==> src/otdi_regs.svh <==
// register offsets, field positions and reset values for overtravel
`ifndef OTDI_REGS_SVH
`define OTDI_REGS_SVH
`define OTDI_ADDR_W 4
`define OTDI_OFS_CFG 4'h0
`define OTDI_OFS_TORQ 4'h1
`define OTDI_OFS_STAT 4'h2
`define OTDI_OFS_IRQ_STAT 4'h3
`define OTDI_OFS_IRQ_EN 4'h4
`define OTDI_OFS_IRQ_CLR 4'h5
`define OTDI_OFS_ACTIVE 4'h6
`define OTDI_CFG_FWD_USE 0
`define OTDI_CFG_REV_USE 1
`define OTDI_CFG_STOP_LO 2
`define OTDI_CFG_ALLOC_LO 4
`define OTDI_CFG_RST 8'h00
`define OTDI_TORQ_RST 9'h12c
`define OTDI_TORQ_MAX 9'h15e
`define OTDI_ALLOC_NONE 2'h0
`define OTDI_ALLOC_FWD 2'h1
`define OTDI_ALLOC_REV 2'h2
`define OTDI_ALLOC_BOTH 2'h3
`endif

==> src/otdi_pkg.sv <==
// types shared by the overtravel inhibit block
package otdi_pkg;
  typedef enum logic [1:0] {
    OTDI_STOP_DB_COAST,
    OTDI_STOP_INERT_COAST,
    OTDI_STOP_RB_CLAMP,
    OTDI_STOP_RB_COAST
  } otdi_stop_t;
  typedef enum logic [1:0] {
    OTDI_RUN,
    OTDI_BRAKING,
    OTDI_HOLD
  } otdi_state_t;
endpackage

==> src/otdi_sync.sv <==
// two flip-flop synchroniser for the limit switch pins
`timescale 1ns/1ps
module otdi_sync #(
  parameter int WIDTH = 2
) (
  // clock and reset
  input wire logic clk_sys,
  input wire logic rst_n,
  // pins in, synchronised out
  input wire logic [WIDTH-1:0] pin_in,
  output logic [WIDTH-1:0] pin_sync
);
  logic [WIDTH-1:0] meta_r;
  // refuse a zero-width instance, which has nothing to synchronise
  if (WIDTH < 1) begin : g_width_chk
    $error("otdi_sync needs at least one pin");
  end
  // reset to asserted so no false overtravel is raised at start
  always_ff @(posedge clk_sys or negedge rst_n) begin
    if (!rst_n) begin
      meta_r <= '1;
      pin_sync <= '1;
    end else begin
      meta_r <= pin_in;
      pin_sync <= meta_r;
    end
  end
endmodule

==> src/otdi_top.sv <==
// overtravel limit logic: limit inputs, stop request and registers
`timescale 1ns/1ps
`include "otdi_regs.svh"
module otdi_top
  import otdi_pkg::*;
(
  // clock and reset
  input wire logic clk_sys,
  input wire logic rst_n,
  // limit switch pins, high = switch closed = run allowed
  input wire logic forward_limit_input,
  input wire logic reverse_limit_input,
  // register port
  input wire logic [`OTDI_ADDR_W-1:0] reg_addr,
  input wire logic [31:0] reg_wdata,
  input wire logic reg_wr,
  input wire logic reg_rd,
  output logic [31:0] reg_rdata,
  // motion control side
  input wire logic motor_stopped,
  output logic fwd_allow,
  output logic rev_allow,
  output logic stop_req,
  output logic dyn_brake,
  output logic coast,
  output logic rev_brake,
  output logic zero_clamp,
  output logic speed_ref_zero,
  output logic [8:0] brake_torque_limit,
  // interrupt
  output logic irq
);
  logic [1:0] lim_sync;
  logic [7:0] cfg_r;
  logic [7:0] act_r;
  logic [8:0] torq_r;
  logic [1:0] ist_r;
  logic [1:0] ien_r;
  logic [1:0] ot_prev_r;
  otdi_state_t st_r;
  otdi_state_t st_nxt;

  // stop-method decoding, shared by the state outputs below
  function automatic logic uses_rev_brake(otdi_stop_t m);
    return (m == OTDI_STOP_RB_CLAMP) || (m == OTDI_STOP_RB_COAST);
  endfunction

  function automatic logic clamps_after(otdi_stop_t m);
    return m == OTDI_STOP_RB_CLAMP;
  endfunction

  function automatic logic db_first(otdi_stop_t m);
    return m == OTDI_STOP_DB_COAST;
  endfunction

  function automatic logic coasts_first(otdi_stop_t m);
    return m == OTDI_STOP_INERT_COAST;
  endfunction

  // synchronise the limit pins before any logic reads them
  // the synchroniser resets to closed, so reset itself shows no trip
  otdi_sync #(.WIDTH(2)) u_sync (
    .clk_sys(clk_sys),
    .rst_n(rst_n),
    .pin_in({reverse_limit_input, forward_limit_input}),
    .pin_sync(lim_sync)
  );

  // settings in effect: cfg_r is latched into act_r only at restart
  wire fwd_ignore = act_r[`OTDI_CFG_FWD_USE];
  wire rev_ignore = act_r[`OTDI_CFG_REV_USE];
  wire [1:0] alloc = act_r[`OTDI_CFG_ALLOC_LO +: 2];
  wire otdi_stop_t stop_sel = otdi_stop_t'(act_r[`OTDI_CFG_STOP_LO +: 2]);
  // alloc bit 0 maps the forward input, bit 1 the reverse one
  wire fwd_mapped = alloc[0];
  wire rev_mapped = alloc[1];
  wire func_on = (alloc != `OTDI_ALLOC_NONE);

  // overtravel is a low (open switch) level; broken wire also trips
  // an ignored or unmapped input never trips, whatever the pin does
  wire fwd_ot = func_on & fwd_mapped & ~fwd_ignore & ~lim_sync[0];
  wire rev_ot = func_on & rev_mapped & ~rev_ignore & ~lim_sync[1];
  wire any_ot = fwd_ot | rev_ot;
  wire rb_sel = uses_rev_brake(stop_sel);

  // stop sequence: brake until stopped, then hold per method
  // releasing the limit returns to run; motion logic decides when to move
  always_comb begin
    st_nxt = st_r;
    unique case (st_r)
      OTDI_RUN: if (any_ot) st_nxt = OTDI_BRAKING;
      OTDI_BRAKING: begin
        if (!any_ot) st_nxt = OTDI_RUN;
        else if (motor_stopped) st_nxt = OTDI_HOLD;
      end
      OTDI_HOLD: if (!any_ot) st_nxt = OTDI_RUN;
      // the fourth code is unused; fall back to run so the logic recovers
      default: st_nxt = OTDI_RUN;
    endcase
  end

  // restart latch, state, settings
  // settings writes wait for the apply strobe, so motion never sees half
  always_ff @(posedge clk_sys or negedge rst_n) begin
    if (!rst_n) begin
      act_r <= `OTDI_CFG_RST;
      st_r <= OTDI_RUN;
    end else begin
      if (reg_wr && reg_addr == `OTDI_OFS_ACTIVE && reg_wdata[0])
        act_r <= cfg_r;
      st_r <= st_nxt;
    end
  end

  // stop sequence decode
  wire braking = (st_r == OTDI_BRAKING);
  wire holding = (st_r == OTDI_HOLD);

  // next values of the stop outputs per selected method
  wire stop_req_nxt = braking | holding;
  wire dyn_brake_nxt = braking & db_first(stop_sel);
  wire rev_brake_nxt = braking & rb_sel;
  wire speed_ref_zero_nxt = braking & rb_sel;
  wire zero_clamp_nxt = holding & clamps_after(stop_sel);
  // inertial stop coasts from the start; all but method 2 coast after
  wire coast_nxt = (braking & coasts_first(stop_sel)) |
                   (holding & ~clamps_after(stop_sel));

  // output flops; allows come straight from the trip flags,
  // so a blocked direction drops one cycle ahead of stop_req
  always_ff @(posedge clk_sys or negedge rst_n) begin
    if (!rst_n) begin
      stop_req <= 1'b0;
      dyn_brake <= 1'b0;
      coast <= 1'b0;
      rev_brake <= 1'b0;
      zero_clamp <= 1'b0;
      speed_ref_zero <= 1'b0;
      fwd_allow <= 1'b1;
      rev_allow <= 1'b1;
      brake_torque_limit <= `OTDI_TORQ_RST;
    end else begin
      fwd_allow <= ~fwd_ot;
      rev_allow <= ~rev_ot;
      stop_req <= stop_req_nxt;
      dyn_brake <= dyn_brake_nxt;
      rev_brake <= rev_brake_nxt;
      speed_ref_zero <= speed_ref_zero_nxt;
      zero_clamp <= zero_clamp_nxt;
      coast <= coast_nxt;
      brake_torque_limit <= torq_r;
    end
  end

  // register writes; torque clipped to its legal range
  // writes to read-only or unused indices fall through with no effect
  // the torque limit takes effect at once, unlike the cfg fields
  wire wr_cfg = reg_wr && reg_addr == `OTDI_OFS_CFG;
  wire wr_torq = reg_wr && reg_addr == `OTDI_OFS_TORQ;
  wire wr_ien = reg_wr && reg_addr == `OTDI_OFS_IRQ_EN;
  wire wr_clr = reg_wr && reg_addr == `OTDI_OFS_IRQ_CLR;
  wire [8:0] torq_in = (reg_wdata[8:0] > `OTDI_TORQ_MAX) ?
                       `OTDI_TORQ_MAX : reg_wdata[8:0];
  always_ff @(posedge clk_sys or negedge rst_n) begin
    if (!rst_n) begin
      cfg_r <= `OTDI_CFG_RST;
      torq_r <= `OTDI_TORQ_RST;
      ien_r <= 2'h0;
    end else begin
      if (wr_cfg) cfg_r <= reg_wdata[7:0];
      if (wr_torq) torq_r <= torq_in;
      if (wr_ien) ien_r <= reg_wdata[1:0];
    end
  end

  // sticky overtravel onset events; a new event beats a clear
  wire [1:0] ot_now = {rev_ot, fwd_ot};
  wire [1:0] ot_rise = ot_now & ~ot_prev_r;
  wire [1:0] clr_mask = wr_clr ? reg_wdata[1:0] : 2'h0;
  always_ff @(posedge clk_sys or negedge rst_n) begin
    if (!rst_n) begin
      ist_r <= 2'h0;
      ot_prev_r <= 2'h0;
    end else begin
      ot_prev_r <= ot_now;
      ist_r <= (ist_r & ~clr_mask) | ot_rise;
    end
  end
  // a level: stays up until software clears the status or masks it
  assign irq = |(ist_r & ien_r);

  // status word: stop flag, state, synchronised pins, live overtravel
  wire [31:0] stat_word = {25'h0, stop_req, st_r, lim_sync, ot_now};

  // read mux, one cycle latency; unmapped reads zero
  // reads have no side effects; clearing is its own write-only index
  logic [31:0] rd_mux;
  always_comb begin
    rd_mux = 32'h0;
    case (reg_addr)
      `OTDI_OFS_CFG: rd_mux = {24'h0, cfg_r};
      `OTDI_OFS_TORQ: rd_mux = {23'h0, torq_r};
      `OTDI_OFS_STAT: rd_mux = stat_word;
      `OTDI_OFS_IRQ_STAT: rd_mux = {30'h0, ist_r};
      `OTDI_OFS_IRQ_EN: rd_mux = {30'h0, ien_r};
      `OTDI_OFS_ACTIVE: rd_mux = {24'h0, act_r};
      default: rd_mux = 32'h0;
    endcase
  end
  always_ff @(posedge clk_sys or negedge rst_n) begin
    if (!rst_n) reg_rdata <= 32'h0;
    else reg_rdata <= reg_rd ? rd_mux : 32'h0;
  end
endmodule
==> config.mk <==
export PLATFORM = sky130hd
export DESIGN_NAME = otdi_top
export DESIGN_NICKNAME = d
export VERILOG_FILES = /design/src/otdi_pkg.sv /design/src/otdi_sync.sv /design/src/otdi_top.sv
export VERILOG_INCLUDE_DIRS = /design/src
export SDC_FILE = /design/constraint.sdc
export NUM_CORES = 1
export LEC_CHECK = 0
export BUFFER_PORTS_ARGS = -buffer_cell sky130_fd_sc_hd__buf_2
export CORE_MARGIN = 3
export CORE_UTILIZATION = 30
export CTS_CLUSTER_DIAMETER = 40
export DETAILED_ROUTE_END_ITERATION = 7
export PLACE_DENSITY = 0.59
export SLEW_MARGIN = 20
export SYNTH_ARGS = -nofsm -noshare
export SYNTH_HDL_FRONTEND = slang
export SYNTH_SLANG_ARGS = --single-unit
==> constraint.sdc <==
create_clock -name clk_sys -period 2.1 [get_ports clk_sys]
set_clock_uncertainty 0.15 [all_clocks]
set_input_delay 0.21 -clock clk_sys [delete_from_list [all_inputs] [get_ports clk_sys]]
set_output_delay 0.21 -clock clk_sys [all_outputs]
set_load 0.02 [all_outputs]
==> flow_metrics.tcl <==
set metrics [dict create \
    ffs_latches_synth 62 \
    grt_use_met3 0.0478 \
    grt_start_max_net_pins 63 \
    power_switching_share 0.284 \
    globalRoute.totalOverflow 0 \
    synth_top_cells_by_area "sky130_fd_sc_hd__dfrtp_1 43%, sky130_fd_sc_hd__dfstp_2 13%, sky130_fd_sc_hd__buf_4 6.5%" \
    antenna_found_initial 0 \
    maxClockFrequency_mhz 632 \
    crit_family "compound AO/OA/AOI/OAI gates" \
    synth-warning-count 0 \
    avgSynthCellArea_um2 12.8 \
    crit_type "in2reg" \
    postSynthCellCount 218 \
    die_height_um 102 \
    clockBufferDepth 2 \
    synth.top_cell.area_share 0.432 \
    timing.critical_path.to_type "flop" \
    m1_gr_usage 0.158 \
    run_status "complete, no violations" \
    worst_hold_path_type "in2reg" \
    grtUsageMet2 0.194 \
    detailed_placement_wirelength_estimate_um 4370 \
    gr-max-usage-layer "met2" \
    grtUsageTotal 0.126 \
    postLayoutSetupSlackWorst_ns 0.517 \
    tightest_slew_ns 0.612 \
    setup_violations 0 \
    detailroute.via_count 1832 \
    gp_congestion 0.834 \
    areaGrowthSynthToFinish_pct 22.0 \
    vias_per_cell 4.63 \
    multiInputGateArea_mm2 0.00104 \
    placement.setup.worst_slack_ns 0.332 \
    clkPwrFrac 0.335 \
    power.static_leakage_nw 1.58 \
    timing.critical_path.from_type "primary input" \
    cp.required_ns 2.14 \
    pwr-share-seq 0.470 \
    report.final.slew_viol_count 0 \
    layout.filler_cells 874 \
    tritoncts "built" \
    n_antenna_cell 0 \
    hp-start "reg_wdata[0]" \
    layout-drive-gt1-share 0.333 \
    most_numerous_cell_types_in_the_synthesized_netlist "48 x sky130_fd_sc_hd__dfrtp_1, 24 x sky130_fd_sc_hd__buf_4, 14 x sky130_fd_sc_hd__dfstp_2, 13 x sky130_fd_sc_hd__mux2_1" \
    clock_tree.htree_level_count 3 \
    worstSetupPathDepth 5 \
    tritoncts.num_buffers 9 \
    cts.sink_count 62 \
    drv.max_cap_violation_count 0 \
    die_w_um 102 \
    hold-worst-slack_ns 0.0325 \
    worst_skew_pair.late_latency_ns 0.34 \
    grt_pass1_vias 1891 \
    synth.yosys.seq_area_share 0.564 \
    period_minus_slack_ns 1.58 \
    post-synth-top-area-cell "sky130_fd_sc_hd__dfrtp_1" \
    path_buf_inv 2 \
    timing.max_slew.rel_slack 0.590 \
    floorplan.initialDensity 0.314 \
    intPower_mw 2.44 \
    synth_cell_type_count 47 \
    postSynth.topFlopCell "sky130_fd_sc_hd__dfrtp_1" \
    antenna_left 0 \
    nets 329 \
    detail_route.iter0.violations 85 \
    global_route_wire_length_before_repair_um 9800 \
    crit_path_max_fanout 7 \
    route.detailed.drc 0 \
    yosys.cell_count.top_type "sky130_fd_sc_hd__dfrtp_1" \
    postSynth.asyncResetShare 1.00 \
    timing_hold_violations_final 0 \
    floorplan.core_area_mm2 0.00885 \
    synth_enable_flop_cells 0 \
    mappedNetlistArea_mm2 0.00278 \
    p_comb_frac 0.195 \
    cpPeakStageDelay_ns 0.53 \
    crit-reg2reg-launch "st_r[1]" \
    worst_setup_hold_path_clk_slew_ns 0.07 \
    power_density_mw_per_mm2 1000 \
    tns_ns 0 \
    cpMaxStageDelayCell "sky130_fd_sc_hd__dlygate4sd3_1" \
    clock_tree.root_cell "sky130_fd_sc_hd__clkbuf_8" \
    row_count 34 \
    ir_drop_v 0.000470 \
    io-pin-count 93 \
    cp_cell_sequence "dlygate4sd3_1 -> buf_2 -> a21oi_1 -> o211ai_1 -> o22ai_1" \
    p_switching_mw 0.965 \
    port-buffer-count 46 \
    r2r_end "st_r[0]" \
    die-area_mm2 0.0105 \
    endpoint_of_the_worst_hold_timing_path "cfg_r[0]" \
    regArea_mm2 0.00157 \
    hold_depth 2 \
    detail_route.wirelength_um 5990 \
    reg2reg_setup_slack_ns 0.57 \
    drt-pass1-iter-count 4 \
    route.detailed.wl_per_inst_um 15.1 \
    fin_util 0.384 \
    cp.arrival_ns 1.62 \
    grt_setup_unrepaired "false" \
    rr_worst_depth 5 \
    period_utilisation_layout 0.754 \
]
## power by group through the flow
stage / Combinational [mW] / Clock [mW] / Sequential, mW
after floorplan: 0.402 / 0 / 1.66
after global placement: 0.642 / 0 / 1.62
after detailed placement: 0.655 / 0 / 1.62
after CTS: 0.674 / 1.18 / 1.60
after global routing: 0.734 / 1.22 / 1.63
final: 0.665 / 1.14 / 1.60
## cell usage in the layout (no fill, tap or decap), drive strengths merged, types with 8 or more instances in the layout
cell type	netlist	final
nor2	9	9
inv	9	9
mux2	24	24
dfstp	14	14
conb	1	23
clkbuf	2	12
buf	29	52
dfrtp	48	48
a21oi	8	8
dlygate4sd3	0	11
## area by class of cell
type	instances	share of cell area
clock inverter	4	0.0206
clock buffer	12	0.0428
inverter	9	0.00995
multi-input combinational	138	0.307
tap	108	0.0398
sequential	62	0.462
timing repair buffer	63	0.117
## through the flow
stage / area [um2] / total power [mW] / instances
global route: 3390 / 3.59 / 396
global placement: 3070 / 2.26 / 369
detailed placement: 3070 / 2.28 / 369
finish: 3390 / 3.40 / 396
CTS: 3390 / 3.46 / 396
floorplan: 2870 / 2.06 / 240
## worst max path at each step
stage                  from        end  slack (ns)
6_report       reg_wdata[5]  torq_r[0]        0.52
5_1_grt             st_r[1]    st_r[0]        0.45
4_1_cts        reg_wdata[5]  torq_r[0]        0.55
3_5_place_dp    reg_addr[0]   act_r[1]        0.33
3_3_place_gp    reg_addr[1]   act_r[2]        0.34
2_1_floorplan   reg_addr[2]   act_r[0]        0.59
## per-layer routing
layer	up-vias	wire, um
li1	865	-
met1	900	2710
met2	58	2800
met3	9	377
met4	0	94
met5	-	0
## state kept, by name (all words and copies together) (netlist names), 2 cells and up
signal	count
brake_torque_limit	9
reg_rdata	9
torq_r	9
act_r	8
cfg_r	8
ien_r	2
ist_r	2
ot_prev_r	2
st_r	2
u_sync.meta_r	2
u_sync.pin_sync	2
## timing repair
item | CTS | global route
buffers inserted | 0 | 0
endpoints found under the hold margin | 67 | 0
resized for setup | 0 | 0
setup endpoints to repair | 0 | 0
hold buffers | 11 | 0
## kinds of logic after synthesis
| family | after synthesis | synth area share |
|---|---|---|
| flip-flops | 62 | 0.564 |
| AND/OR/NAND/NOR | 46 | 0.105 |
| buffers and inverters | 40 | 0.0908 |
| AO/OA/AOI/OAI | 36 | 0.0962 |
| multiplexers | 30 | 0.129 |
| adder cells (fa/ha/maj) | 3 | 0.0135 |
| other | 1 | 0.00135 |
Note: power is estimated with default switching activity, not from simulation.
